**config.mk**
```make
export PLATFORM = sky130hd
export DESIGN_NAME = power_mode_controller
export DESIGN_NICKNAME = d
export VERILOG_FILES = /design/src/power_mode_pkg.sv /design/src/pin_sync.sv /design/src/idle_timer.sv /design/src/power_mode_controller.sv
export SDC_FILE = /design/constraint.sdc
export NUM_CORES = 1
export LEC_CHECK = 0
export ABC_CLOCK_PERIOD_IN_PS = 4300
export BUFFER_PORTS_ARGS = -buffer_cell sky130_fd_sc_hd__buf_4
export CAP_MARGIN = 20
export CORE_MARGIN = 4
export CORE_UTILIZATION = 30
export CTS_CLUSTER_DIAMETER = 100
export DETAILED_ROUTE_END_ITERATION = 7
export GPL_TIMING_DRIVEN = 0
export HOLD_SLACK_MARGIN = 0.12
export PLACE_DENSITY_LB_ADDON = 0.15
export RECOVER_POWER = 100
export SYNTH_ARGS = -nofsm -noshare
export SYNTH_HDL_FRONTEND = slang
export SYNTH_SLANG_ARGS = --single-unit
```
**constraint.sdc**
```tcl
create_clock -name pclk -period 4.3 [get_ports pclk]
set_input_delay 0.43 -clock pclk [delete_from_list [all_inputs] [get_ports pclk]]
set_output_delay 0.43 -clock pclk [all_outputs]
set_load 0.1 [all_outputs]
```
**src/power_mode_pkg.sv**
```systemverilog
// shared constants and types for the power mode controller
package power_mode_pkg;

	// clock and timing
	localparam int CLK_PERIOD_NS  = 20;
	localparam int TICK_PERIOD_US = 1000;
	localparam int HWRST_TIME_US  = 1000;
	localparam logic [15:0] TIMEOUT_BASE_TICKS = 16'h0010;

	// register byte offsets
	localparam logic [11:0] CTRL_OFS     = 12'h000;
	localparam logic [11:0] XCFG_OFS     = 12'h004;
	localparam logic [11:0] LCFG_OFS     = 12'h008;
	localparam logic [11:0] STAT_OFS     = 12'h00c;
	localparam logic [11:0] SYSFLT_OFS   = 12'h010;
	localparam logic [11:0] COMMFLT1_OFS = 12'h014;
	localparam logic [11:0] COMMFLT3_OFS = 12'h018;

	// control_word_one fields
	localparam int SHUTDOWN_REQ_BIT = 0;
	localparam int SLEEP_REQ_BIT    = 1;
	// power_transition_config fields
	localparam int SLP_SEL_LSB      = 0;
	localparam int BAL_SHDN_EN_BIT  = 4;
	// link_idle_timeout_config fields
	localparam int LINK_SEL_LSB     = 0;
	localparam int LINK_EN_BIT      = 4;
	localparam int LINK_TO_SHDN_BIT = 5;
	// fault flag positions
	localparam int DIGITAL_RESET_FLAG_BIT         = 0;
	localparam int COMMCLR_BIT      = 0;
	localparam int FCOMM_BIT        = 0;
	// status fields
	localparam int STAT_MODE_LSB    = 0;
	localparam int STAT_FUNC_LSB    = 8;

	// reset values
	localparam logic [5:0]  XCFG_RST = 6'h00;
	localparam logic [5:0]  LCFG_RST = 6'h00;
	localparam logic [31:0] RD_ZERO  = 32'h0000_0000;

	typedef enum logic [4:0] {
		ST_POR      = 5'b0_0001,
		ST_SHUTDOWN = 5'b0_0010,
		ST_SLEEP    = 5'b0_0100,
		ST_ACTIVE   = 5'b0_1000,
		ST_HWRST    = 5'b1_0000
	} pwr_state_e;

	// per-mode function permissions
	typedef struct packed {
		logic adc;
		logic uart;
		logic vert_comm;
		logic comm_timeout;
		logic spi_ctrl;
		logic module_bal;
		logic otp_prog;
		logic cell_bal;
		logic protectors;
		logic fault_sig;
		logic sleep_timeout;
		logic therm_detect;
	} func_en_s;

	// asynchronous ping/tone and comparator indications
	typedef struct packed {
		logic wake;
		logic sleep_exit;
		logic shutdown;
		logic hard_reset;
		logic thermal;
	} pin_evt_s;

	localparam int PIN_EVT_W = $bits(pin_evt_s);
	localparam int FUNC_W    = $bits(func_en_s);

	// timeout select code to tick count, zero means disabled
	function automatic logic [15:0] timeout_ticks(input logic [2:0] sel);
		timeout_ticks = (sel == 3'h0) ? 16'h0000 : (TIMEOUT_BASE_TICKS << sel);
	endfunction : timeout_ticks

endpackage : power_mode_pkg

```
**src/pin_sync.sv**
```systemverilog
// three-stage synchroniser with agreement filter and rise detect
`timescale 1ns/10ps
module pin_sync #(
	parameter int WIDTH = 1
) (
	// clock and reset
	input  wire logic             clk,
	input  wire logic             rstn,
	// asynchronous inputs
	input  wire logic [WIDTH-1:0] async_in,
	// filtered level and rising pulse
	output logic      [WIDTH-1:0] level,
	output logic      [WIDTH-1:0] rise
);
	logic [WIDTH-1:0] s1_reg;
	logic [WIDTH-1:0] s2_reg;
	logic [WIDTH-1:0] s3_reg;
	logic [WIDTH-1:0] lvl_reg;
	logic [WIDTH-1:0] lvl_next;

	always_ff @(posedge clk or negedge rstn) begin
		if (!rstn) begin
			s1_reg <= '0;
			s2_reg <= '0;
			s3_reg <= '0;
		end else begin
			s1_reg <= async_in;
			s2_reg <= s1_reg;
			s3_reg <= s2_reg;
		end
	end

	// level follows only where stages two and three agree
	assign lvl_next = (s2_reg & s3_reg) | (lvl_reg & (s2_reg | s3_reg));

	always_ff @(posedge clk or negedge rstn) begin
		if (!rstn) begin
			lvl_reg <= '0;
		end else begin
			lvl_reg <= lvl_next;
		end
	end

	assign level = lvl_reg;
	assign rise  = lvl_next & ~lvl_reg;
endmodule : pin_sync

```
**src/idle_timer.sv**
```systemverilog
// tick-driven timeout counter, pulses on every tick once expired until restarted
`timescale 1ns/10ps
module idle_timer #(
	parameter int W = 16
) (
	// clock and reset
	input  wire logic         clk,
	input  wire logic         rstn,
	// control
	input  wire logic         tick,
	input  wire logic         run,
	input  wire logic         restart,
	input  wire logic [W-1:0] limit,
	// expiry pulse
	output logic              expired
);
	logic [W-1:0] count_reg;
	logic         hit;

	assign hit     = (limit != '0) && (count_reg == limit - W'(1));
	assign expired = run && !restart && tick && hit;

	always_ff @(posedge clk or negedge rstn) begin
		if (!rstn) begin
			count_reg <= '0;
		end else if (!run || restart) begin
			count_reg <= '0;
		end else if (tick && !hit) begin
			count_reg <= count_reg + W'(1);
		end
	end
endmodule : idle_timer

```
**src/power_mode_controller.sv**
```systemverilog
// power mode state machine with apb register access
`timescale 1ns/10ps
// Function
// - after power-on reset the device settles in SHUTDOWN.
// - SHUTDOWN refuses register writes, waits only for a wake or hard-reset ping or tone.
// - base device wake from SHUTDOWN sets reset, upper comm and uart clear flags.
// - middle stack sets reset and upper comm flags; top sets reset flag only.
// - shutdown request bit written to 1 enters SHUTDOWN, also when broadcast.
// - enabled link idle timeout moves ACTIVE to SHUTDOWN.
// - enabled sleep timeout moves SLEEP to SHUTDOWN after configured time.
// - optionally enter SHUTDOWN once all cell balancing has finished.
// - die over-temperature indication forces SHUTDOWN.
// - shutdown ping or tone enters SHUTDOWN without communication.
// - hard-reset ping or tone turns circuits off, then restarts in SHUTDOWN.
// - SLEEP runs only balancing, protectors, fault signalling, sleep timeout, thermal.
// - SLEEP exits on wake (with reset) or sleep-exit (without reset).
// - SLEEP only from ACTIVE, via sleep request bit, also when broadcast.
// - enabled link idle timeout may instead move ACTIVE to SLEEP.
// - wake from SHUTDOWN reaches ACTIVE, resets registers, reloads shadow copies.
// - outside ACTIVE adc, uart, comm, comm timeout, spi, module balancing, otp are off.
// - sleep-exit in SLEEP wakes without reset, resets uart, sets uart clear flag on the base device.
// - wake ping or tone in ACTIVE performs a full digital reset.
module power_mode_controller
	import power_mode_pkg::*;
#(
	parameter int TICK_CYCLES  = TICK_PERIOD_US * 1000 / CLK_PERIOD_NS,
	parameter int HWRST_CYCLES = HWRST_TIME_US * 1000 / CLK_PERIOD_NS
) (
	// clock and reset
	input  wire logic        pclk,
	input  wire logic        presetn,
	// apb slave
	input  wire logic        psel,
	input  wire logic        penable,
	input  wire logic        pwrite,
	input  wire logic [11:0] paddr,
	input  wire logic [31:0] pwdata,
	output logic      [31:0] prdata,
	output logic             pready,
	output logic             pslverr,
	// chain position
	input  wire logic        is_base,
	input  wire logic        is_top,
	// detectors, asynchronous
	input  wire pin_evt_s    det_async,
	// same-domain events
	input  wire logic        comm_valid,
	input  wire logic        balance_done,
	// mode and control outputs
	output pwr_state_e       mode,
	output func_en_s         func_en,
	output logic             digital_reset,
	output logic             uart_reset,
	output logic             otp_reload,
	output logic             circuits_off
);
	localparam int TICK_W = $clog2(TICK_CYCLES);
	localparam int HW_W   = $clog2(HWRST_CYCLES);

	pwr_state_e         state_reg;
	pwr_state_e         state_next;
	pin_evt_s           det_lvl;
	pin_evt_s           det_rise;
	logic [PIN_EVT_W-1:0] lvl_vec;
	logic [PIN_EVT_W-1:0] rise_vec;
	logic [TICK_W-1:0]  tick_cnt_reg;
	logic               tick;
	logic [HW_W-1:0]    hw_cnt_reg;
	logic [5:0]         xcfg_reg;
	logic [5:0]         lcfg_reg;
	logic               digital_reset_flag_reg;
	logic               commclr_reg;
	logic               fcomm_reg;
	logic               dig_rst;
	logic               uart_rst;
	logic               wake_from_sd;
	logic               hw_start;
	logic               link_exp;
	logic               sleep_exp;
	logic               active;
	logic               access;
	logic               wr_ok;
	logic               mapped;
	logic               sel_ctrl;
	logic               sel_xcfg;
	logic               sel_lcfg;
	logic               sel_stat;
	logic               sel_sys;
	logic               sel_c1;
	logic               sel_c3;
	logic               sw_shdn;
	logic               sw_sleep;
	logic               shdn_cause;
	logic               sleep_cause;
	logic               cfg_reset;
	logic [31:0]        rd_mux;

	// permitted functions per mode
	function automatic func_en_s func_for(input pwr_state_e s);
		func_en_s f;
		f = '0;
		if (s == ST_ACTIVE) begin
			f = '1;
			f.sleep_timeout = 1'b0;
		end else if (s == ST_SLEEP) begin
			f.cell_bal      = 1'b1;
			f.protectors    = 1'b1;
			f.fault_sig     = 1'b1;
			f.sleep_timeout = 1'b1;
			f.therm_detect  = 1'b1;
		end
		return f;
	endfunction : func_for

	pin_sync #(.WIDTH(PIN_EVT_W)) u_sync (
		.clk      (pclk),
		.rstn     (presetn),
		.async_in (det_async),
		.level    (lvl_vec),
		.rise     (rise_vec)
	);
	assign det_lvl  = pin_evt_s'(lvl_vec);
	assign det_rise = pin_evt_s'(rise_vec);

	// slow tick for timeouts
	always_ff @(posedge pclk or negedge presetn) begin
		if (!presetn) begin
			tick_cnt_reg <= '0;
		end else if (tick) begin
			tick_cnt_reg <= '0;
		end else begin
			tick_cnt_reg <= tick_cnt_reg + TICK_W'(1);
		end
	end
	assign tick = (tick_cnt_reg == TICK_W'(TICK_CYCLES - 1));

	assign active = (state_reg == ST_ACTIVE);

	idle_timer #(.W(16)) u_link_to (
		.clk     (pclk),
		.rstn    (presetn),
		.tick    (tick),
		.run     (active && lcfg_reg[LINK_EN_BIT]),
		.restart (comm_valid || access),
		.limit   (timeout_ticks(lcfg_reg[LINK_SEL_LSB +: 3])),
		.expired (link_exp)
	);

	idle_timer #(.W(16)) u_sleep_to (
		.clk     (pclk),
		.rstn    (presetn),
		.tick    (tick),
		.run     (state_reg == ST_SLEEP),
		.restart (1'b0),
		.limit   (timeout_ticks(xcfg_reg[SLP_SEL_LSB +: 3])),
		.expired (sleep_exp)
	);

	// apb decode
	always_comb begin
		sel_ctrl = 1'b0;
		sel_xcfg = 1'b0;
		sel_lcfg = 1'b0;
		sel_stat = 1'b0;
		sel_sys  = 1'b0;
		sel_c1   = 1'b0;
		sel_c3   = 1'b0;
		if (paddr == CTRL_OFS) begin
			sel_ctrl = 1'b1;
		end else if (paddr == XCFG_OFS) begin
			sel_xcfg = 1'b1;
		end else if (paddr == LCFG_OFS) begin
			sel_lcfg = 1'b1;
		end else if (paddr == STAT_OFS) begin
			sel_stat = 1'b1;
		end else if (paddr == SYSFLT_OFS) begin
			sel_sys = 1'b1;
		end else if (paddr == COMMFLT1_OFS) begin
			sel_c1 = 1'b1;
		end else if (paddr == COMMFLT3_OFS) begin
			sel_c3 = 1'b1;
		end
	end
	assign mapped  = sel_ctrl | sel_xcfg | sel_lcfg | sel_stat | sel_sys | sel_c1 | sel_c3;
	assign access  = psel && penable;
	assign pready  = 1'b1;
	// writes outside ACTIVE are refused
	assign pslverr = access && (!mapped || (pwrite && !active));
	assign wr_ok   = access && pwrite && mapped && active;

	// broadcast writes arrive here as ordinary writes
	assign sw_shdn  = wr_ok && sel_ctrl && pwdata[SHUTDOWN_REQ_BIT];
	assign sw_sleep = wr_ok && sel_ctrl && pwdata[SLEEP_REQ_BIT];

	assign shdn_cause = det_rise.shutdown || det_lvl.thermal
		|| (balance_done && xcfg_reg[BAL_SHDN_EN_BIT]);
	assign sleep_cause = sw_sleep || (link_exp && !lcfg_reg[LINK_TO_SHDN_BIT]);

	// mode transitions, hard reset first, then shutdown, then sleep
	always_comb begin
		state_next   = state_reg;
		dig_rst      = 1'b0;
		uart_rst     = 1'b0;
		wake_from_sd = 1'b0;
		hw_start     = 1'b0;
		case (state_reg)
			ST_POR: begin
				state_next = ST_SHUTDOWN;
			end
			ST_HWRST: begin
				if (hw_cnt_reg == '0) begin
					state_next = ST_SHUTDOWN;
				end
			end
			ST_SHUTDOWN: begin
				if (det_rise.hard_reset) begin
					state_next = ST_HWRST;
					hw_start   = 1'b1;
				end else if (det_rise.wake) begin
					state_next   = ST_ACTIVE;
					dig_rst      = 1'b1;
					wake_from_sd = 1'b1;
				end
			end
			ST_SLEEP: begin
				if (det_rise.hard_reset) begin
					state_next = ST_HWRST;
					hw_start   = 1'b1;
				end else if (shdn_cause || sleep_exp) begin
					state_next = ST_SHUTDOWN;
				end else if (det_rise.wake) begin
					state_next = ST_ACTIVE;
					dig_rst    = 1'b1;
				end else if (det_rise.sleep_exit) begin
					state_next = ST_ACTIVE;
					uart_rst   = 1'b1;
				end
			end
			ST_ACTIVE: begin
				if (det_rise.hard_reset) begin
					state_next = ST_HWRST;
					hw_start   = 1'b1;
				end else if (shdn_cause || sw_shdn
					|| (link_exp && lcfg_reg[LINK_TO_SHDN_BIT])) begin
					state_next = ST_SHUTDOWN;
				end else if (sleep_cause) begin
					state_next = ST_SLEEP;
				end else if (det_rise.wake) begin
					dig_rst = 1'b1;
				end else if (det_rise.sleep_exit) begin
					uart_rst = 1'b1;
				end
			end
			default: begin
				state_next = ST_SHUTDOWN;
			end
		endcase
	end

	always_ff @(posedge pclk or negedge presetn) begin
		if (!presetn) begin
			state_reg <= ST_POR;
		end else begin
			state_reg <= state_next;
		end
	end

	// circuits-off hold time
	always_ff @(posedge pclk or negedge presetn) begin
		if (!presetn) begin
			hw_cnt_reg <= '0;
		end else if (hw_start) begin
			hw_cnt_reg <= HW_W'(HWRST_CYCLES - 1);
		end else if (hw_cnt_reg != '0) begin
			hw_cnt_reg <= hw_cnt_reg - HW_W'(1);
		end
	end

	// outputs registered from next state
	always_ff @(posedge pclk or negedge presetn) begin
		if (!presetn) begin
			func_en       <= '0;
			digital_reset <= 1'b0;
			uart_reset    <= 1'b0;
			otp_reload    <= 1'b0;
			circuits_off  <= 1'b0;
		end else begin
			func_en       <= func_for(state_next);
			digital_reset <= dig_rst;
			uart_reset    <= uart_rst;
			otp_reload    <= dig_rst;
			circuits_off  <= (state_next == ST_HWRST);
		end
	end
	assign mode = state_reg;

	// configuration, returned to defaults by any digital reset
	assign cfg_reset = dig_rst || hw_start;
	always_ff @(posedge pclk or negedge presetn) begin
		if (!presetn) begin
			xcfg_reg <= XCFG_RST;
			lcfg_reg <= LCFG_RST;
		end else if (cfg_reset) begin
			xcfg_reg <= XCFG_RST;
			lcfg_reg <= LCFG_RST;
		end else if (wr_ok && sel_xcfg) begin
			xcfg_reg <= pwdata[5:0];
		end else if (wr_ok && sel_lcfg) begin
			lcfg_reg <= pwdata[5:0];
		end
	end

	// reset-related flags: set wins over write-one-to-clear
	always_ff @(posedge pclk or negedge presetn) begin
		if (!presetn) begin
			digital_reset_flag_reg <= 1'b0;
		end else if (hw_start) begin
			digital_reset_flag_reg <= 1'b0;
		end else if (dig_rst) begin
			digital_reset_flag_reg <= 1'b1;
		end else if (wr_ok && sel_sys && pwdata[DIGITAL_RESET_FLAG_BIT]) begin
			digital_reset_flag_reg <= 1'b0;
		end
	end

	always_ff @(posedge pclk or negedge presetn) begin
		if (!presetn) begin
			fcomm_reg <= 1'b0;
		end else if (hw_start) begin
			fcomm_reg <= 1'b0;
		end else if (wake_from_sd && !is_top) begin
			fcomm_reg <= 1'b1;
		end else if (wr_ok && sel_c3 && pwdata[FCOMM_BIT]) begin
			fcomm_reg <= 1'b0;
		end
	end

	always_ff @(posedge pclk or negedge presetn) begin
		if (!presetn) begin
			commclr_reg <= 1'b0;
		end else if (hw_start) begin
			commclr_reg <= 1'b0;
		end else if (is_base && (wake_from_sd || uart_rst)) begin
			commclr_reg <= 1'b1;
		end else if (wr_ok && sel_c1 && pwdata[COMMCLR_BIT]) begin
			commclr_reg <= 1'b0;
		end
	end

	// read data, captured in the setup phase
	always_comb begin
		rd_mux = RD_ZERO;
		if (sel_xcfg) begin
			rd_mux[5:0] = xcfg_reg;
		end else if (sel_lcfg) begin
			rd_mux[5:0] = lcfg_reg;
		end else if (sel_stat) begin
			rd_mux[STAT_MODE_LSB +: 5]      = state_reg;
			rd_mux[STAT_FUNC_LSB +: FUNC_W] = func_en;
		end else if (sel_sys) begin
			rd_mux[DIGITAL_RESET_FLAG_BIT] = digital_reset_flag_reg;
		end else if (sel_c1) begin
			rd_mux[COMMCLR_BIT] = commclr_reg;
		end else if (sel_c3) begin
			rd_mux[FCOMM_BIT] = fcomm_reg;
		end
	end

	always_ff @(posedge pclk or negedge presetn) begin
		if (!presetn) begin
			prdata <= RD_ZERO;
		end else if (psel && !penable) begin
			prdata <= rd_mux;
		end
	end
endmodule : power_mode_controller

```
==> impl_metrics.py <==
metrics = {
    "clocking": {
        "clock_path_buffers": 2,
        "postCtsSetupBuffers": 0,
        "worst_skew_pair.late_latency_ns": 0.42,
        "cts.clk_slew.worst_paths_ns": 0.06,
        "cts_root_buf": "clkbuf_16",
        "cts_tree": "yes",
        "cts_buffers": 17,
        "clock_sinks": 119,
        "cts_max_level": 4,
    },
    "grt": {
        "grt_pass1_wl_mm": 29.0,
        "met2_usage_pct": 21.4,
        "antenna_found_initial": 0,
        "grt_max_degree": 75,
        "gr-usage-met1_pct": 19.6,
        "met3_usage_pct": 3.90,
        "grt_busiest_layer": "met2",
        "overflow": 0,
        "grt_use_total_pct": 14.2,
        "grt_pass1_vias": 5402,
    },
    "sta": {
        "final_max_slew_viol_count": 46,
        "rsz0062_at_grt": "no",
        "worst_pin_slew_ns": 2.70,
        "setup_viol": 0,
        "slew_headroom_pct": -80.1,
        "fmax_mhz": 255,
        "finClkSkew_ns": 0.00653,
        "fin_setup_tns_ns": 0,
        "finalHoldViolCount": 0,
        "min_period_over_period_pct": 91.1,
        "period_minus_slack_ns": 3.92,
    },
    "synth": {
        "synth_edf_count": 0,
        "synth_area_um2": 6930,
        "synth_top_area_cell": "dfrtp_1",
        "synth_ff_type": "dfrtp_1",
        "synthCells": 728,
        "seq_area_frac_synth_pct": 43.0,
        "yosys_register_bits": 119,
        "synth_top_area_share_pct": 42.6,
        "ys_warn_count": 0,
        "async_flop_share_pct": 100,
        "yosys.cell_types.count": 71,
        "ys_top_cells_by_area": "dfrtp_1, ha_1, nor2_1, xnor2_1, buf_4",
        "avgSynthCellArea_um2": 9.52,
    },
    "drt": {
        "drtAntennaViolNets": 0,
        "first_pass_iters": 4,
        "drt_iter0_markers": 240,
        "wl_per_cell_um": 16.0,
        "viasPerCell": 4.85,
        "via_count": 5512,
        "route.detailed.drc": 0,
        "routed_wl_mm": 18.1,
    },
    "power_and_ir_drop": {
        "power.density_nw_per_um2": 359,
        "leakage_nw": 3.51,
        "finalPower_mw": 2.97,
        "ir_worst_vdd_v": 0.000232,
    },
    "finish": {
        "postLayoutCellArea_um2": 8280,
        "final_cells": 1136,
        "mostFrequentLayoutCell": "dfrtp_1",
        "drive_gt1_share_pct": 14.3,
        "final_cell_mix": "dfrtp_1, nor2_1, clkbuf_1, nand2_1, buf_4",
        "n_antenna_cell": 0,
        "area_growth_pct": 19.4,
        "final_nets": 918,
        "nFillCells": 2333,
    },
    "critical_path": {
        "crit_required_ns": 4.56,
        "cp_slowest_stage_delay_ns": 0.48,
        "cp-startpoint": "xcfg_reg[1]$_DFFE_PN0P_",
        "cp_top_family": "compound AO/OA/AOI/OAI gates",
        "slowest_stage": "dfrtp_1",
        "cp-start-kind": "flip-flop",
        "worst_setup_path_end_kind": "flip-flop",
        "r2r_start": "xcfg_reg[1]$_DFFE_PN0P_",
        "worst-path-buf-inv": 2,
        "crit_path_cell_trace": "buf_2, inv_1, or3_1, ha_1, nor4bb_1, nand2_1, a311o_1, a2111oi_4, a31o_2, o2bb2ai_1, o21ai_0, nor2_1",
        "worst-setup-path-type": "reg -> reg",
        "cp_data_arrival_time_ns": 4.17,
        "cp_max_fo": 10,
    },
    "placement": {
        "gp_congestion": 0.794,
        "dp.cells": 1098,
        "placed_area_um2": 7910,
        "port_buffers": 69,
        "dp_hpwl_mm": 13.1,
    },
    "run_status": {
        "outcome": "finished with violations",
        "violations": "max-capacitance violations, max-slew violations",
    },
    "die": {
        "num_io_pins": 113,
        "core-area_um2": 22700,
        "die_x_um": 160,
        "rows": 55,
        "dieArea_um2": 25600,
        "start_util_pct": 30.5,
        "fp.dieH_um": 160,
    },
    "min_path": {
        "min_from": "pwdata[2]",
        "hold_path.class": "in -> reg",
    },
    "run": {
        "maxCapViolCount": 1,
    },
}
[worst register-to-register path: cells and delay by family, from the launching register on]
family | cells | cell delay (ns)
compound gates | 5 | 1.57
fa+ha+maj | 1 | 0.26
flops | 1 | 0.48
buf+inv | 2 | 0.41
simple gates | 4 | 1.03
[synth_stat cells (8+ instances only)]
cell type / number
nor3_1: 25
ha_1: 22
dfrtp_1: 118
a31oi_1: 8
nand4_1: 11
nand2_1: 57
buf_4: 34
o31ai_1: 9
clkbuf_1: 17
nor2b_1: 8
xnor2_1: 30
xor2_1: 20
nor2_1: 73
o21ai_0: 23
or3_1: 9
and3_1: 14
nand3_1: 28
nor2_4: 9
mux2i_1: 23
inv_1: 23
a21oi_1: 29
[routing by layer]
layer  up-vias  wire (um)
met4         0        260
li1       2770          -
met3        17        854
met2       134       7960
met5         -          0
met1      2591       9050
[repair_timing]
action	CTS	global route
endpoints found under the hold margin	50	0
hold buffers	6	0
resized for setup	0	2
setup endpoints to repair	0	3
[area by class of cell]
type                            count  area [um2]  area share, %
Inverter                           23        86.3           1.04
Sequential cell                   119        2980           36.0
Multi-Input combinational cell    540        3470           41.9
Timing Repair Buffer               77         459           5.54
Buffer                             60         373           4.50
Clock inverter                     14         116           1.41
Tap cell                          285         357           4.31
Clock buffer                       18         439           5.30
[per-stage QoR]
step	worst slack, ns	utilization [%]	hold WS [ns]
after floorplan	0.794	-	0.134
after global placement	0.256	34.6	0.333
after detailed placement	0.303	34.8	0.337
after CTS	0.311	37.5	0.278
after global routing	0.0567	36.5	0.285
final	0.381	36.5	0.285
[logic make-up after synthesis]
logic type / Yosys count / share of synthesized area, %
compound gates: 123 / 12.3
xor+xnor: 50 / 6.32
fa+ha+maj: 27 / 4.69
buf+inv: 83 / 6.60
flops: 119 / 43.0
mux: 24 / 3.48
other cells: 2 / 0.108
simple gates: 300 / 23.5
[where the power goes]
group | internal (mW) | total, mW | leakage, nW | switching (mW)
Sequential | 1.19 | 1.26 | 1.55 | 0.0697
Clock | 0.766 | 1.34 | 0.268 | 0.575
Combinational | 0.124 | 0.365 | 1.68 | 0.242
Total | 2.08 | 2.97 | 3.51 | 0.887
[path summary, 6_finish.rpt]
path,slack (ns),cells after the start,end
min in group asynchronous,1.41,2,u_sleep_to.count_reg[0]$_DFFE_PN0P_
worst max register to register,0.38,12,otp_reload$_DFF_PN0_
worst max-delay path,0.38,12,otp_reload$_DFF_PN0_
worst min-delay path,0.29,3,xcfg_reg[2]$_DFFE_PN0P_
worst min register to register,0.35,0,u_sync.s2_reg[2]$_DFF_PN0_
max in group asynchronous,1.35,2,tick_cnt_reg[9]$_DFF_PN0_
(Power assumes the default switching activity.)
